==> src/uw_pkg.sv <==
// Constants, field positions and state types of the serial port block
// Assumes one 100 MHz clock; all users refer to names as uw_pkg::name
package uw_pkg;
  // ==========================================================
  // Sizes and timing
  localparam int              DEPTH     = 4;
  localparam int              PW        = $clog2(DEPTH);
  localparam int              CW        = PW + 1;
  localparam logic [CW-1:0]   DEPTH_C   = CW'(DEPTH);
  localparam logic [CW-1:0]   RTS_LIMIT = CW'(DEPTH - 2);
  localparam logic [15:0]     DEPTH_OFS = 16'(DEPTH);
  localparam logic [2:0]      OVS_LAST  = 3'h7;
  localparam logic [2:0]      OVS_MID   = 3'h3;
  localparam logic [17:0]     OVS_STEP  = 18'h00008;
  localparam logic [15:0]     MIN_DIV   = 16'h0008;
  // ==========================================================
  // Register byte offsets
  localparam logic [7:0]      A_DATA = 8'h00;
  localparam logic [7:0]      A_STAT = 8'h04;
  localparam logic [7:0]      A_CFG  = 8'h08;
  localparam logic [7:0]      A_IDIV = 8'h0c;
  localparam logic [7:0]      A_FDIV = 8'h10;
  localparam logic [7:0]      A_EVT  = 8'h14;
  localparam logic [7:0]      A_IEN  = 8'h18;
  localparam logic [7:0]      A_CTL  = 8'h1c;
  localparam logic [7:0]      A_ERRA = 8'h20;
  localparam logic [7:0]      A_ERRB = 8'h24;
  // ==========================================================
  // Reset values
  localparam logic [6:0]      CFG_RST  = 7'h00;
  localparam logic [15:0]     IDIV_RST = 16'h0008;
  localparam logic [9:0]      IEN_RST  = 10'h000;
  localparam logic [1:0]      CTL_RST  = 2'h0;
  localparam logic [2:0]      LVL_RST  = 3'h3;
  // ==========================================================
  // Field positions
  localparam int C_RTS = 0, C_8BIT = 1, C_2STP = 2, C_PAR = 3;
  localparam int C_ODD = 4, C_FLOW = 5, C_AUTO = 6;
  localparam int K_TOPEN = 0, K_MODE = 1, K_RXRST = 2;
  localparam int E_TXBUF = 3, E_RXBUF = 5, E_PAR = 7, E_FRM = 8, E_OVR = 9;
  localparam int ERR_VBIT = 16;
  localparam logic [1:0]      RESP_OK  = 2'h0;
  localparam logic [1:0]      RESP_ERR = 2'h2;
  // ==========================================================
  // Types
  typedef enum logic [2:0] {ST_IDLE, ST_START, ST_DATA, ST_PAR, ST_STOP} uw_ser_t;

  typedef struct packed {
    logic       par;
    logic       frm;
    logic [7:0] data;
  } uw_rx_ent_t;

  typedef struct packed {
    logic [6:0]                  cfg;
    logic [15:0]                 idiv;
    logic                        fdiv;
    logic [1:0]                  ctl;
    logic [9:0]                  ien;
    logic [9:0]                  ev;
    logic [2:0]                  lvl_prev;
    logic [3:0]                  act_prev;
    logic                        irq;
    logic [1:0]                  err_v;
    logic [1:0][15:0]            err_off;
    logic [17:0]                 acc;
    logic                        tick;
    logic [DEPTH-1:0][7:0]       tx_mem;
    logic [PW-1:0]               tx_wp;
    logic [PW-1:0]               tx_rp;
    logic [CW-1:0]               tx_cnt;
    uw_ser_t                     tx_st;
    logic [2:0]                  tx_bit;
    logic [2:0]                  tx_tck;
    logic [7:0]                  tx_sh;
    logic                        txd;
    uw_rx_ent_t [DEPTH-1:0]      rx_mem;
    logic [PW-1:0]               rx_wp;
    logic [PW-1:0]               rx_rp;
    logic [CW-1:0]               rx_cnt;
    uw_ser_t                     rx_st;
    logic [2:0]                  rx_bit;
    logic [2:0]                  rx_tck;
    logic [7:0]                  rx_sh;
    logic                        rx_par;
    logic                        rx_ovf;
    logic                        rts_n;
    logic                        awready;
    logic                        bvalid;
    logic [1:0]                  bresp;
    logic                        arready;
    logic                        rvalid;
    logic [31:0]                 rdata;
    logic [1:0]                  rresp;
    logic                        dma_tx_ready;
    logic                        dma_rx_valid;
    uw_rx_ent_t                  dma_rx_data;
  } uw_state_t;
endpackage

==> src/uw_uart.sv <==
// Serial port with 4-entry FIFOs, handshake lines, DMA ports and AXI4-Lite registers
// Assumes all inputs synchronous to clk; DMA engine drives buffer flags and offsets
//
// Notes on behaviour
// - Seven data bits when clear, eight when set
// - Send one or two stops; receive needs one
// - Parity enable adds a parity bit both ways
// - Even is XOR of data; odd inverts it
// - Start, data LSB first, parity, then stops
// - Line idles high; start bit drives low
// - Four-entry FIFOs; data write pushes transmit
// - Data read pops oldest received character
// - DMA also pushes transmit and pops receive
// - With handshake, start only when clear-to-send low
// - Character in progress always finishes
// - With handshake, auto request low while two slots free
// - Otherwise request follows software bit
// - Without handshake, clear-to-send ignored
// - DMA pop records first error offset
// - Overrun flags at once, offset four ahead
// - Error record cleared by reset or reload
// - Level events fire on edge or level
// - Buffer complete on active flag falling
// - Parity, frame and overrun events raised
// - Interrupt needs event enable and top enable
// - Fractional divider, eight ticks, minimum eight
// - Overflow flag set on arrival when full, cleared by data read
`timescale 1ns/100ps
module uw_uart (
  // Clock and reset
  input  wire logic        clk,
  input  wire logic        rst_n,
  // AXI4-Lite write
  input  wire logic [7:0]  awaddr,
  input  wire logic        awvalid,
  output logic             awready,
  input  wire logic [31:0] wdata,
  input  wire logic [3:0]  wstrb,
  input  wire logic        wvalid,
  output logic             wready,
  output logic [1:0]       bresp,
  output logic             bvalid,
  input  wire logic        bready,
  // AXI4-Lite read
  input  wire logic [7:0]  araddr,
  input  wire logic        arvalid,
  output logic             arready,
  output logic [31:0]      rdata,
  output logic [1:0]       rresp,
  output logic             rvalid,
  input  wire logic        rready,
  // Serial pins
  output logic             txd,
  input  wire logic        rxd,
  output logic             request_to_send_n,
  input  wire logic        clear_to_send_n,
  // DMA side
  input  wire logic [7:0]  dma_tx_data,
  input  wire logic        dma_tx_valid,
  output logic             dma_tx_ready,
  output logic [9:0]       dma_rx_data,
  output logic             dma_rx_valid,
  input  wire logic        dma_rx_ready,
  input  wire logic        dma_rx_buf,
  input  wire logic [15:0] dma_rx_offset,
  input  wire logic [1:0]  tx_buf_active_ab,
  input  wire logic [1:0]  rx_buf_active_ab,
  // Interrupt
  output logic             serial_top_irq
);

  uw_pkg::uw_state_t  s;
  uw_pkg::uw_state_t  n;
  uw_pkg::uw_rx_ent_t head;
  uw_pkg::uw_rx_ent_t ent;
  logic [31:0]        mask;
  logic [31:0]        wm;
  logic [17:0]        div;
  logic [17:0]        sum;
  logic [15:0]        idiv_eff;
  logic [9:0]         evset;
  logic [2:0]         lvl;
  logic [3:0]         act;
  logic [7:0]         dmask;
  logic [2:0]         last;
  logic               w_go;
  logic               r_go;
  logic               pop_bus;
  logic               pop_dma;
  logic               tx_ok;
  logic               txidle;

  // ==========================================================
  // Next state
  always_comb begin
    n        = s;
    mask     = '0;
    evset    = '0;
    ent      = '0;
    head     = s.rx_mem[s.rx_rp];
    w_go     = s.awready & awvalid & wvalid;
    r_go     = s.arready & arvalid;
    pop_bus  = r_go && (araddr == uw_pkg::A_DATA);
    pop_dma  = s.dma_rx_valid & dma_rx_ready;
    dmask    = s.cfg[uw_pkg::C_8BIT] ? 8'hff : 8'h7f;
    last     = s.cfg[uw_pkg::C_8BIT] ? 3'h7 : 3'h6;
    txidle   = (s.tx_cnt == '0) && (s.tx_st == uw_pkg::ST_IDLE);
    lvl      = {s.rx_cnt != '0, s.tx_cnt != uw_pkg::DEPTH_C, txidle};
    act      = {rx_buf_active_ab, tx_buf_active_ab};
    tx_ok    = !s.cfg[uw_pkg::C_FLOW] || !clear_to_send_n;

    // Fractional baud generator, eight ticks per bit
    idiv_eff = (s.idiv < uw_pkg::MIN_DIV) ? uw_pkg::MIN_DIV : s.idiv;
    div      = {1'b0, idiv_eff, 1'b0} + {17'h0, s.fdiv};
    sum      = s.acc + uw_pkg::OVS_STEP;
    n.tick   = 1'b0;
    n.acc    = sum;
    if (sum >= div) begin
      n.tick = 1'b1;
      n.acc  = sum - div;
    end

    // Bus handshakes
    n.awready = awvalid & wvalid & ~s.awready & ~s.bvalid;
    n.arready = arvalid & ~s.arready & ~s.rvalid;
    if (s.bvalid && bready) begin
      n.bvalid = 1'b0;
    end
    if (s.rvalid && rready) begin
      n.rvalid = 1'b0;
    end
    for (int i = 0; i < 4; i++) begin
      mask[8*i +: 8] = {8{wstrb[i]}};
    end
    wm = wdata & mask;

    // Receive FIFO pops
    if ((pop_bus && s.rx_cnt != '0) || pop_dma) begin
      n.rx_rp  = s.rx_rp + 1'b1;
      n.rx_cnt = s.rx_cnt - 1'b1;
    end
    if (pop_bus) begin
      n.rx_ovf = 1'b0;
    end

    // Error offset records
    for (int b = 0; b < 2; b++) begin
      if ((w_go && awaddr == uw_pkg::A_CTL && wm[uw_pkg::K_RXRST])
          || (rx_buf_active_ab[b] && !s.act_prev[2+b])) begin
        n.err_v[b] = 1'b0;
      end
    end
    if (pop_dma && (head.par || head.frm) && !n.err_v[dma_rx_buf]) begin
      n.err_v[dma_rx_buf]   = 1'b1;
      n.err_off[dma_rx_buf] = dma_rx_offset;
    end

    // Register reads
    if (r_go) begin
      n.rvalid = 1'b1;
      n.rresp  = uw_pkg::RESP_OK;
      n.rdata  = '0;
      case (araddr)
        uw_pkg::A_DATA: begin
          if (s.rx_cnt != '0) begin
            n.rdata = {24'h0, head.data};
          end
        end
        uw_pkg::A_STAT: begin
          n.rdata[6:0] = {txidle, (s.rx_cnt != '0) && head.par,
                          (s.rx_cnt != '0) && head.frm, s.rx_ovf,
                          s.tx_cnt != uw_pkg::DEPTH_C, s.rx_cnt != '0,
                          !clear_to_send_n};
        end
        uw_pkg::A_CFG:  n.rdata[6:0] = s.cfg;
        uw_pkg::A_IDIV: n.rdata[15:0] = s.idiv;
        uw_pkg::A_FDIV: n.rdata[0] = s.fdiv;
        uw_pkg::A_EVT:  n.rdata[9:0] = s.ev;
        uw_pkg::A_IEN:  n.rdata[9:0] = s.ien;
        uw_pkg::A_CTL:  n.rdata[1:0] = s.ctl;
        uw_pkg::A_ERRA: n.rdata[16:0] = {s.err_v[0], s.err_off[0]};
        uw_pkg::A_ERRB: n.rdata[16:0] = {s.err_v[1], s.err_off[1]};
        default:        n.rresp = uw_pkg::RESP_ERR;
      endcase
    end

    // Register writes
    if (w_go) begin
      n.bvalid = 1'b1;
      n.bresp  = uw_pkg::RESP_OK;
      case (awaddr)
        uw_pkg::A_DATA: begin
          if (wstrb[0] && s.tx_cnt != uw_pkg::DEPTH_C) begin
            n.tx_mem[s.tx_wp] = wdata[7:0];
            n.tx_wp           = s.tx_wp + 1'b1;
            n.tx_cnt          = n.tx_cnt + 1'b1;
          end
        end
        uw_pkg::A_STAT, uw_pkg::A_ERRA, uw_pkg::A_ERRB: begin
        end
        uw_pkg::A_CFG:  n.cfg  = (s.cfg & ~mask[6:0]) | wm[6:0];
        uw_pkg::A_IDIV: n.idiv = (s.idiv & ~mask[15:0]) | wm[15:0];
        uw_pkg::A_FDIV: n.fdiv = (s.fdiv & ~mask[0]) | wm[0];
        uw_pkg::A_EVT:  n.ev   = s.ev & ~wm[9:0];
        uw_pkg::A_IEN:  n.ien  = (s.ien & ~mask[9:0]) | wm[9:0];
        uw_pkg::A_CTL:  n.ctl  = (s.ctl & ~mask[1:0]) | wm[1:0];
        default:        n.bresp = uw_pkg::RESP_ERR;
      endcase
    end
    if (s.dma_tx_ready && dma_tx_valid) begin
      n.tx_mem[s.tx_wp] = dma_tx_data;
      n.tx_wp           = s.tx_wp + 1'b1;
      n.tx_cnt          = n.tx_cnt + 1'b1;
    end

    // ==========================================================
    // Transmitter
    if (s.tick) begin
      if (s.tx_st == uw_pkg::ST_IDLE) begin
        if (s.tx_cnt != '0 && tx_ok) begin
          n.tx_sh  = s.tx_mem[s.tx_rp] & dmask;
          n.tx_rp  = s.tx_rp + 1'b1;
          n.tx_cnt = n.tx_cnt - 1'b1;
          n.tx_st  = uw_pkg::ST_START;
          n.tx_tck = '0;
          n.txd    = 1'b0;
        end
      end else begin
        n.tx_tck = s.tx_tck + 1'b1;
        if (s.tx_tck == uw_pkg::OVS_LAST) begin
          case (s.tx_st)
            uw_pkg::ST_START: begin
              n.tx_st  = uw_pkg::ST_DATA;
              n.tx_bit = '0;
              n.txd    = s.tx_sh[0];
            end
            uw_pkg::ST_DATA: begin
              if (s.tx_bit != last) begin
                n.tx_bit = s.tx_bit + 1'b1;
                n.txd    = s.tx_sh[n.tx_bit];
              end else if (s.cfg[uw_pkg::C_PAR]) begin
                n.tx_st = uw_pkg::ST_PAR;
                n.txd   = (^s.tx_sh) ^ s.cfg[uw_pkg::C_ODD];
              end else begin
                n.tx_st  = uw_pkg::ST_STOP;
                n.tx_bit = '0;
                n.txd    = 1'b1;
              end
            end
            uw_pkg::ST_PAR: begin
              n.tx_st  = uw_pkg::ST_STOP;
              n.tx_bit = '0;
              n.txd    = 1'b1;
            end
            uw_pkg::ST_STOP: begin
              if (s.tx_bit == '0 && s.cfg[uw_pkg::C_2STP]) begin
                n.tx_bit = 3'h1;
              end else begin
                n.tx_st = uw_pkg::ST_IDLE;
              end
            end
            default: n.tx_st = uw_pkg::ST_IDLE;
          endcase
        end
      end
    end

    // ==========================================================
    // Receiver
    if (s.tick) begin
      case (s.rx_st)
        uw_pkg::ST_IDLE: begin
          if (!rxd) begin
            n.rx_st  = uw_pkg::ST_START;
            n.rx_tck = '0;
          end
        end
        uw_pkg::ST_START: begin
          n.rx_tck = s.rx_tck + 1'b1;
          if (s.rx_tck == uw_pkg::OVS_MID) begin
            n.rx_st  = rxd ? uw_pkg::ST_IDLE : uw_pkg::ST_DATA;
            n.rx_tck = '0;
            n.rx_bit = '0;
            n.rx_sh  = '0;
          end
        end
        default: begin
          n.rx_tck = s.rx_tck + 1'b1;
          if (s.rx_tck == uw_pkg::OVS_LAST) begin
            case (s.rx_st)
              uw_pkg::ST_DATA: begin
                n.rx_sh[s.rx_bit] = rxd;
                n.rx_bit          = s.rx_bit + 1'b1;
                if (s.rx_bit == last) begin
                  n.rx_st = s.cfg[uw_pkg::C_PAR] ? uw_pkg::ST_PAR : uw_pkg::ST_STOP;
                end
              end
              uw_pkg::ST_PAR: begin
                n.rx_par = rxd;
                n.rx_st  = uw_pkg::ST_STOP;
              end
              default: begin
                n.rx_st  = uw_pkg::ST_IDLE;
                ent.data = s.rx_sh & dmask;
                ent.frm  = !rxd;
                ent.par  = s.cfg[uw_pkg::C_PAR]
                           && (s.rx_par != ((^ent.data) ^ s.cfg[uw_pkg::C_ODD]));
                evset[uw_pkg::E_PAR] = ent.par;
                evset[uw_pkg::E_FRM] = ent.frm;
                if (n.rx_cnt == uw_pkg::DEPTH_C) begin
                  n.rx_ovf             = 1'b1;
                  evset[uw_pkg::E_OVR] = 1'b1;
                  if (rx_buf_active_ab[dma_rx_buf] && !n.err_v[dma_rx_buf]) begin
                    n.err_v[dma_rx_buf]   = 1'b1;
                    n.err_off[dma_rx_buf] = dma_rx_offset + uw_pkg::DEPTH_OFS;
                  end
                end else begin
                  n.rx_mem[s.rx_wp] = ent;
                  n.rx_wp           = s.rx_wp + 1'b1;
                  n.rx_cnt          = n.rx_cnt + 1'b1;
                end
              end
            endcase
          end
        end
      endcase
    end

    // ==========================================================
    // Events and interrupt
    evset[2:0] = s.ctl[uw_pkg::K_MODE] ? lvl : (lvl & ~s.lvl_prev);
    evset[uw_pkg::E_RXBUF +: 2] = s.act_prev[3:2] & ~act[3:2];
    evset[uw_pkg::E_TXBUF +: 2] = s.act_prev[1:0] & ~act[1:0];
    n.lvl_prev = lvl;
    n.act_prev = act;
    n.ev       = n.ev | evset;
    n.irq      = n.ctl[uw_pkg::K_TOPEN] & (|(n.ev & n.ien));

    // Pins and DMA handshakes
    if (n.cfg[uw_pkg::C_AUTO] && n.cfg[uw_pkg::C_FLOW]) begin
      n.rts_n = !(n.rx_cnt <= uw_pkg::RTS_LIMIT);
    end else begin
      n.rts_n = !n.cfg[uw_pkg::C_RTS];
    end
    n.dma_tx_ready = (n.tx_cnt != uw_pkg::DEPTH_C) && !n.awready;
    n.dma_rx_valid = (n.rx_cnt != '0) && !n.arready;
    n.dma_rx_data  = n.rx_mem[n.rx_rp];
  end

  // ==========================================================
  // State register
  always_ff @(posedge clk) begin
    if (!rst_n) begin
      s          <= '0;
      s.cfg      <= uw_pkg::CFG_RST;
      s.idiv     <= uw_pkg::IDIV_RST;
      s.ien      <= uw_pkg::IEN_RST;
      s.ctl      <= uw_pkg::CTL_RST;
      s.lvl_prev <= uw_pkg::LVL_RST;
      s.txd      <= 1'b1;
      s.rts_n    <= 1'b1;
    end else begin
      s <= n;
    end
  end

  // ==========================================================
  // Outputs
  assign awready           = s.awready;
  assign wready            = s.awready;
  assign bvalid            = s.bvalid;
  assign bresp             = s.bresp;
  assign arready           = s.arready;
  assign rvalid            = s.rvalid;
  assign rdata             = s.rdata;
  assign rresp             = s.rresp;
  assign txd               = s.txd;
  assign request_to_send_n = s.rts_n;
  assign dma_tx_ready      = s.dma_tx_ready;
  assign dma_rx_valid      = s.dma_rx_valid;
  assign dma_rx_data       = s.dma_rx_data;
  assign serial_top_irq    = s.irq;

endmodule // uw_uart

==> config.mk <==
export PLATFORM = sky130hd
export DESIGN_NAME = uw_uart
export DESIGN_NICKNAME = d
export VERILOG_FILES = /design/src/uw_pkg.sv /design/src/uw_uart.sv
export SDC_FILE = /design/constraint.sdc
export NUM_CORES = 1
export LEC_CHECK = 0
export BUFFER_PORTS_ARGS = -buffer_cell sky130_fd_sc_hd__clkbuf_2
export CAP_MARGIN = 20
export CORE_MARGIN = 1.5
export CORE_UTILIZATION = 60
export CTS_CLUSTER_SIZE = 20
export DETAILED_ROUTE_END_ITERATION = 10
export PLACE_DENSITY = 0.85
export SETUP_SLACK_MARGIN = 0.02
export SYNTH_ARGS = -nofsm -noshare
export SYNTH_HDL_FRONTEND = slang
export SYNTH_SLANG_ARGS = --single-unit
==> constraint.sdc <==
create_clock -name clk -period 4.1 [get_ports clk]
set_clock_uncertainty 0.1 [all_clocks]
set_input_delay 0.205 -clock clk [delete_from_list [all_inputs] [get_ports clk]]
set_output_delay 0.205 -clock clk [all_outputs]
set_load 0.01 [all_outputs]
# Yosys cells after proc, flatten, opt, wreduce, memory -nomap -nowiden
# Index checks and enable logic that the tools add are counted.
[word_totals]
elab_cells = 402
output_inout_bits = 56
ff_bits = 283
in_bits = 92
[op_classes]
n_eq_ne = 42
bitwise = 51
magnitude_cmp = 15
mux = 130
n_reduce_logical = 85
n_addsub = 17
[op_table]
columns = ["op", "count"]
rows = [
  ["34-bit two-way mux", 11],
  ["42-bit two-way mux", 5],
  ["32-bit bitwise mux", 4],
  ["3-bit two-way mux", 27],
  ["8-bit by 5-bit equality test with 1-bit output, second input constant", 8],
  ["10-bit two-way mux", 6],
  ["16-bit two-way mux", 3],
  ["8-bit two-way mux", 6],
  ["46-bit two-way mux", 1],
  ["10-bit binary-select mux with 2-bit select", 2],
  ["40-bit bitwise mux", 1],
  ["5-bit case mux with 8 select lines", 1],
  ["35-bit two-way mux", 1],
  ["16-bit bitwise AND", 2],
  ["8-bit by 4-bit equality test with 1-bit output, second input constant", 4],
  ["8-bit by 6-bit equality test with 1-bit output, second input constant", 4],
  ["10-bit bitwise AND", 3],
  ["10-bit OR reduction", 3],
  ["1-bit logical AND", 26],
  ["1-bit two-way mux", 25],
  ["3-bit case mux with 2 select lines", 4],
  ["6-bit case mux with 4 select lines", 1],
  ["22-bit two-way mux", 1],
  ["3-bit by 1-bit adder with 3-bit output, second input constant", 7],
  ["82 further kinds", 184],
]

# Longest topological paths before layout
# Gate-level depths: netlist of run 1.
[depth]
depth_word = 21
ltp_mapped = 15
depth_no_buf = 13

# Worst setup path before layout of run 1
# OpenSTA, ideal clock, no wires.
[synth_path]
path_kind = "register to register"
startpoint = "register (tool-made name)"
endpoint = "register s[190] (netlist name)"
period_less_slack_ps = 3406
arrival_time_ps = 3236
required_ps = 3930
setup_time_ps = 70
n_path_buf = 1
stages_incl_launch_ff = 15
setup_slack_ps = 694
cell_sequence = "dfxtp_1 inv_1 nand4_1 nor4_1 nand4_1 nor2b_1 ha_1 a211oi_1 o21ai_0 a2111oi_0 or3_1 a31oi_1 buf_1 nand2b_1 a21oi_1"
[synth_rtl]
columns = ["element", "line_no", "rtl"]
rows = [
  ["to (signal assigned)", "uw_uart.sv:363", "s <= n;"],
  ["to (decl)", "uw_uart.sv:72", "uw_pkg::uw_state_t s;"],
]

==> results of run 1 <==
-- metrics by stage --
step / instance area (um2) / hold slack, ps / cells / power, W
2_1_floorplan: 14800 / 226.7 / 1793 / 0.004506
3_3_place_gp: 15250 / 328.7 / 2104 / 0.004949
3_5_place_dp: 15250 / 330.4 / 2104 / 0.005029
4_1_cts: 16680 / 2.166 / 2201 / 0.007656
5_1_grt: 16700 / 20.57 / 2203 / 0.008071
6_report: 16700 / 25.53 / 2203 / 0.007721
-- cells in the final DEF (no fill, tap or decap), drive strengths merged, types with 10 or more instances in the layout --
cell,Yosys,routed
dfxtp,266,266
nor2,218,218
nand2,212,212
clkbuf,91,150
a21oi,113,113
mux2i,83,83
nand3,80,80
o21ai,56,56
inv,54,54
dlygate4sd3,0,49
a22oi,48,48
xnor2,45,45
ha,43,43
a211oi,37,37
a311oi,35,35
buf,66,34
and2,28,28
nor3,25,25
mux4,20,20
or3,19,19
and3,18,18
conb,1,17
nor4,15,15
xor2,15,15
nand2b,14,14
a31oi,14,14
nor2b,11,11
a221oi,11,11
a222oi,11,11
mux2,10,10
-- timing repair --
action	4_1_cts	5_1_grt
hold buffers	49	0
resized for setup	0	1
setup endpoints to repair	0	16
hold endpoints to repair	87	0
setup buffers	0	1
-- how the worst min path moves through the flow --
stage                   end  cells after the start
finish               s[164]                      3
detailed placement   s[231]                      2
CTS                  s[172]                      3
floorplan            s[230]                      1
global route        arready                      3
global placement     s[231]                      2
-- synth_stat cells, drive strengths merged (3+ instances only) --
cell type    n  area share, %
a211oi      37            1.9
a21o         3           0.15
a21oi      113            3.8
a221oi      11           0.65
a222oi      11           0.75
a22o         7           0.42
a22oi       48            2.4
a311oi      35            2.1
a31oi       14           0.59
and2        28            1.2
and3        18           0.76
buf         66            3.0
clkbuf      91            2.3
dfxtp      266             36
ha          43            3.7
inv         54            1.4
mux2        10           0.76
mux2i       83            5.6
mux4        20            3.1
nand2      212            5.4
nand2b      14           0.59
nand3       80            2.7
nand3b       5           0.25
nand4        8           0.34
nor2       218            5.6
nor2b       11           0.47
nor3        25            1.1
nor3b        6           0.31
nor4        15           0.64
nor4b        3           0.28
o2111ai      6           0.36
o211ai       4           0.20
o21a         9           0.46
o21ai       56            1.9
o22ai        7           0.30
o2bb2ai      3           0.18
o31a         8           0.48
o31ai        7           0.36
or3         19           0.84
or4          6           0.36
xnor2       45            2.7
xor2        15           0.89
-- logic make-up (layout without fill, tap and decap cells) --
kind of cell             after synthesis  in the layout  synth area share (%)
AO/OA/AOI/OAI                        400            400                 18.46
XOR/XNOR                              62             62                 3.871
adder cells (fa/ha/maj)               44             44                 3.786
buffers and inverters                211            297                 6.672
flip-flops                           266            266                 36.13
multiplexers                         113            113                 9.457
other                                  1             17               0.02544
AND/OR/NAND/NOR                      680            680                 21.60
-- worst max-delay path: stages (launching register included) --
cell       delay, ps
dfxtp_1          320
inv_1             80
nand4_1          100
nor4_1           370
nand4_1          200
nor2b_1          170
ha_1             360
nand2_1          100
o21ai_0          320
a2111oi_0        160
buf_4            160
or3_1            430
a31oi_4          290
buf_12           190
mux2i_1          210
nor2_1            60
-- where the power goes --
group | internal, W | switching, W | total, W | leakage, nW
Sequential | 0.00275 | 0.000182 | 0.00293 | 2.15
Combinational | 0.000966 | 0.00120 | 0.00217 | 3.83
Clock | 0.00157 | 0.00105 | 0.00263 | 0.464
Total | 0.00529 | 0.00244 | 0.00772 | 6.45
-- layout make-up --
cell class                 instances  area (um2)  share of cell area (%)
clock buffer                      38       778.2                   4.659
clock inverter                    10       161.4                  0.9663
inverter                          54       207.7                   1.243
multi-input combinational       1316        8509                   50.94
sequential                       266        5325                   31.88
tap                              324       405.4                   2.427
timing repair buffer             195        1316                   7.880
-- routing by layer --
metal / GRT usage, % / wire length (um)
met5: 0 / 0
met4: 17.75 / 2365
met3: 5.325 / 4195
met2: 54.31 / 19990
met1: 41.57 / 17000
==> qor.yml, run 1 <==
grt:
  antenna_found_initial: 0
  grt_pass1_vias: 13543
  grt_usage_pct: 32.99
  grt_max_degree: 103
  grt_pass1_wl_um: 68460
  grt_overflow_total: 0
cells_and_area:
  drive_gt1_share_pct: 12.72
  nFillCells: 1828
  top_register: "s"
  largest_reg_flops: 204
  antenna_cells: 0
  fin_nets: 1997
  final_util_pct: 69.09
  area_delta_synth_final_pct: 13.33
setup_path:
  r2r.worst_path.cells: 15
  crit_end: "s[182]"
  crit_path_end_kind: "flop"
  worst_ep_arrival_time_ps: 4090
  crit_required_ps: 4430
  r2r_setup_slack_ps: 350
  crit_fanout: 12
  start_kind: "flop"
  criticalPathCategory: "reg -> reg"
  reg2reg_to: "s[182]"
synth:
  synthesis.area_mm2: 0.01474
  synth_ff_type: "dfxtp_1"
  yosys.cell_types.count: 78
  avgSynthCellArea_um2: 8.294
  synth_edf_count: 0
  synth-seq-area-share_pct: 36.13
  async_flop_share_pct: 0
  ys_ff_latch: 266
  syn_inst: 1777
  ys_warn_count: 0
run:
  maxCapViolCount: 0
drt:
  drc: 0
  ant_nets: 0
  drt_iter0_drc: 1638
  wl_per_cell_um: 19.77
  num_vias: 14076
  wirelength_um: 43550
  dr.pass1.iters: 6
  via_per_inst: 6.389
status:
  status: "finished clean"
sta:
  report.final.slew_viol_count: 0
  max_freq_mhz: 266.6
  grt_setup_unrepaired: "false"
  setup_viol: 0
  fin_crit_ps: 3751
  max_slew.worst_pin.slew_ps: 1052
  min_period_over_period_pct: 91.50
  final.setup.tns_ps: 0
  setup_slack_ps: 348.7
  maxSlewHeadroom_pct: 29.35
  finalHoldViolCount: 0
floorplan:
  num_rows: 57
  die_h_um: 159.7
  initial_core_util_pct: 60.96
  ios: 148
  chipWidth_um: 159.7
  die-area_mm2: 0.02551
  core_area_mm2: 0.02418
power_and_ir_drop:
  leakage_nw: 6.446
  ir_drop_uv: 419.7
  power_density_mw_per_mm2: 462.2
clock_network:
  cts_htree_levels: 1
  cts_tree: "yes"
  cts_sinks: 266
  cts.path.max_buffers: 3
  clk_latency_ps: 560
  root_buffer: "clkbuf_16"
  numCtsBuffers: 28
  clk_pin_slew_ps: 70
place:
  finalWeightedCongestion: 0.9324
  dp_slack_ps: 189.9
  detailed_place_hpwl_um: 29670
  port_buffers: 112
worst_hold_path:
  min_path_type: "in -> reg"
  hp-start: "wdata[4]"
Note: power is estimated with default switching activity, not from simulation.
==> run 2, diff against run 1 <==
REMOVE_ABC_BUFFERS = 1   (was unset)
==> run 2 against run 1 <==
Clock-buffer cell count up 4. Utilization up 0.53 points. Combinational power up 2%. Sequential share of layout area down 0.24 points. Via count up 2.0%. Design area up 0.76%.
==> qor.yml, run 2 (synthesis results as in run 1) <==
cells_and_area:
  area_delta_synth_final_pct: 14.19  # was 13.33%
  multi_input_area_mm2: 0.008522  # was 0.008509 mm2
  top_register: "s"  # unchanged
  final_design_area_no_fill_mm2: 0.01683  # was 0.01670 mm2
  fin_nets: 2009  # was 1,997
  register_area_mm2: 0.005325  # unchanged
  final_util_pct: 69.62  # was 69.09%
  antenna_cells: 0  # unchanged
  largest_reg_flops: 204  # unchanged
  layout_common_cells: "dfxtp_1 (266), nor2_1 (216), nand2_1 (211), a21oi_1 (113), clkbuf_2 (112)"  # unchanged
  drive_gt1_share_pct: 13.33  # was 12.72%
  nFillCells: 1776  # was 1,828
  layout_commonest_cell: "dfxtp_1"  # unchanged
grt:
  grt_overflow_total: 0  # unchanged
  grt_max_degree: 73  # was 103
  grt_pass1_vias: 13638  # was 13,543
  grt_usage_pct: 33.64  # was 32.99%
  grt_pass1_wl_um: 70650  # was 68,460 um
  antenna_found_initial: 1  # was 0
run:
  maxCapViolCount: 0  # unchanged
power_and_ir_drop:
  p_seq_share_pct: 37.4  # was 37.9%
  finalPower_w: 0.007820  # was 0.007721 W
  power_density_mw_per_mm2: 464.6  # was 462.2 mW/mm2
  p_sw_w: 0.002464  # was 0.002435 W
  p_clk_share_pct: 34.3  # was 34.0%
  leakage_nw: 6.526  # was 6.446 nW
  p_int_w: 0.005356  # was 0.005286 W
  ir_drop_uv: 359.9  # was 419.7 uV
  power_frac_comb_pct: 28.3  # was 28.1%
  swShare_pct: 31.51  # was 31.54%
clock_network:
  clk_pin_slew_ps: 60  # was 70 ps
  cts_tree: "yes"  # unchanged
  cts_htree_levels: 1  # unchanged
  cts.path.max_buffers: 3  # unchanged
  cts_sinks: 266  # unchanged
  numCtsBuffers: 28  # unchanged
  root_buffer: "clkbuf_16"  # unchanged
  clk_latency_ps: 560  # about the same
place:
  port_buffers: 112  # unchanged
  finalWeightedCongestion: 0.9387  # was 0.9324
  dp_slack_ps: 33.40  # was 189.9 ps
  place_area_mm2: 0.01530  # was 0.01525 mm2
  detailed_place_hpwl_um: 29790  # was 29,670 um
drt:
  wirelength_um: 44140  # was 43,550 um
  via_per_inst: 6.487  # was 6.389
  wl_per_cell_um: 19.94  # was 19.77 um
  drc: 0  # unchanged
  num_vias: 14363  # was 14,076
  drt_iter0_drc: 1911  # was 1,638
  dr.pass1.iters: 7  # was 6
  ant_nets: 0  # unchanged
floorplan:
  initial_core_util_pct: 60.96  # unchanged
  die-area_mm2: 0.02551  # unchanged
  core_area_mm2: 0.02418  # unchanged
  chipWidth_um: 159.7  # unchanged
  die_h_um: 159.7  # unchanged
  num_rows: 57  # unchanged
  ios: 148  # unchanged
setup_path:
  cp_cell_sequence: "inv_1 > nand4_1 > nor4_2 > nand4_1 > nor2b_1 > ha_1 > nand2_1 > o21ai_0 > a2111oi_1 > buf_4 > or3_1 > a31oi_4 > buf_4 > mux2i_1 > nor2_1"  # was inv_1 > nand4_1 > nor4_1 > nand4_1 > nor2b_1 > ha_1 > nand2_1 > o21ai_0 > a2111oi_0 > buf_4 > or3_1 > a31oi_4 > buf_12 > mux2i_1 > nor2_1
  crit_path_end_kind: "flop"  # unchanged
  crit_required_ps: 4410  # was 4430 ps
  crit_slowest_cell: "or3_1"  # unchanged
  crit_fanout: 8  # was 12
  critPathMaxStageDelay_ps: 430  # about the same
  criticalPathCategory: "reg -> reg"  # unchanged
  start_kind: "flop"  # unchanged
  worst_ep_arrival_time_ps: 4140  # was 4090 ps
sta:
  report.final.slew_viol_count: 0  # unchanged
  finalHoldViolCount: 0  # unchanged
  grt_setup_unrepaired: "true"  # was false
  fin_crit_ps: 3835  # was 3751 ps
  min_period_over_period_pct: 93.54  # was 91.50%
  max_freq_mhz: 260.7  # was 266.6 MHz
  setup_viol: 0  # unchanged
  setup_slack_ps: 264.8  # was 348.7 ps
  max_slew.worst_pin.slew_ps: 985.5  # was 1052 ps
  maxSlewHeadroom_pct: 34.06  # was 29.35%
worst_hold_path:
  min_path_type: "in -> reg"  # unchanged
status:
  status: "finished clean"  # unchanged
## run 2: power by group through the flow
stage | registers [W] | logic [W] | clock network (W)
after CTS | 0.00292 | 0.00213 | 0.00269
after global routing | 0.00294 | 0.00244 | 0.00280
after floorplan | 0.00293 | 0.00152 | 0
after global placement | 0.00297 | 0.00198 | 0
after detailed placement | 0.00297 | 0.00206 | 0
final | 0.00293 | 0.00221 | 0.00268
## run 2: metrics by stage
stage / hold slack, ps / setup TNS, ps / cells
6_report: 21.01 / 0 / 2214
4_1_cts: 1.198 / 0 / 2210
3_5_place_dp: 336.8 / 0 / 2112
5_1_grt: 27.21 / -33.30 / 2214
2_1_floorplan: 166.9 / -7489 / 1636
3_3_place_gp: 327.2 / 0 / 2112
## run 2: worst max-delay path, delay by kind of cell, from the launching register on
kind / cells / cell delay (ps)
AO/OA/AOI/OAI: 3 / 680
multiplexers: 1 / 220
flip-flops: 1 / 350
AND/OR/NAND/NOR: 7 / 1430
buffers and inverters: 3 / 530
adder cells (fa/ha/maj): 1 / 380
## run 2: final timing paths
check,startpoint,endpoint,slack [ps],cells after the start
setup / recovery,flop,s[183],260,15
hold / removal,wstrb[1],s[256],20,4
setup reg to reg,flop,s[183],260,15
hold reg to reg,s[224],s[224],360,2
## run 2: final cells by class
cell class	instances	area share, %
multi-input cells	1316	50.63
inverters	54	1.234
clock buffers	42	5.137
clock inverters	5	0.6393
repair buffers	207	8.311
flip-flops and latches	266	31.64
well taps	324	2.409
## run 2: metal layers
metal  track usage [%]  wire [um]
met5                 0          0
met4             16.77       2351
met3             5.325       4123
met2             56.13      20780
met1             42.34      16890
## run 2: repair_timing
| item | CTS | global route |
|---|---|---|
| hold endpoints to repair | 86 | 0 |
| hold buffers | 51 | 0 |
| buffers inserted | 0 | 3 |
| endpoints found under the setup margin | 8 | 19 |
| resized for setup | 1 | 3 |
| pin swaps | 0 | 3 |
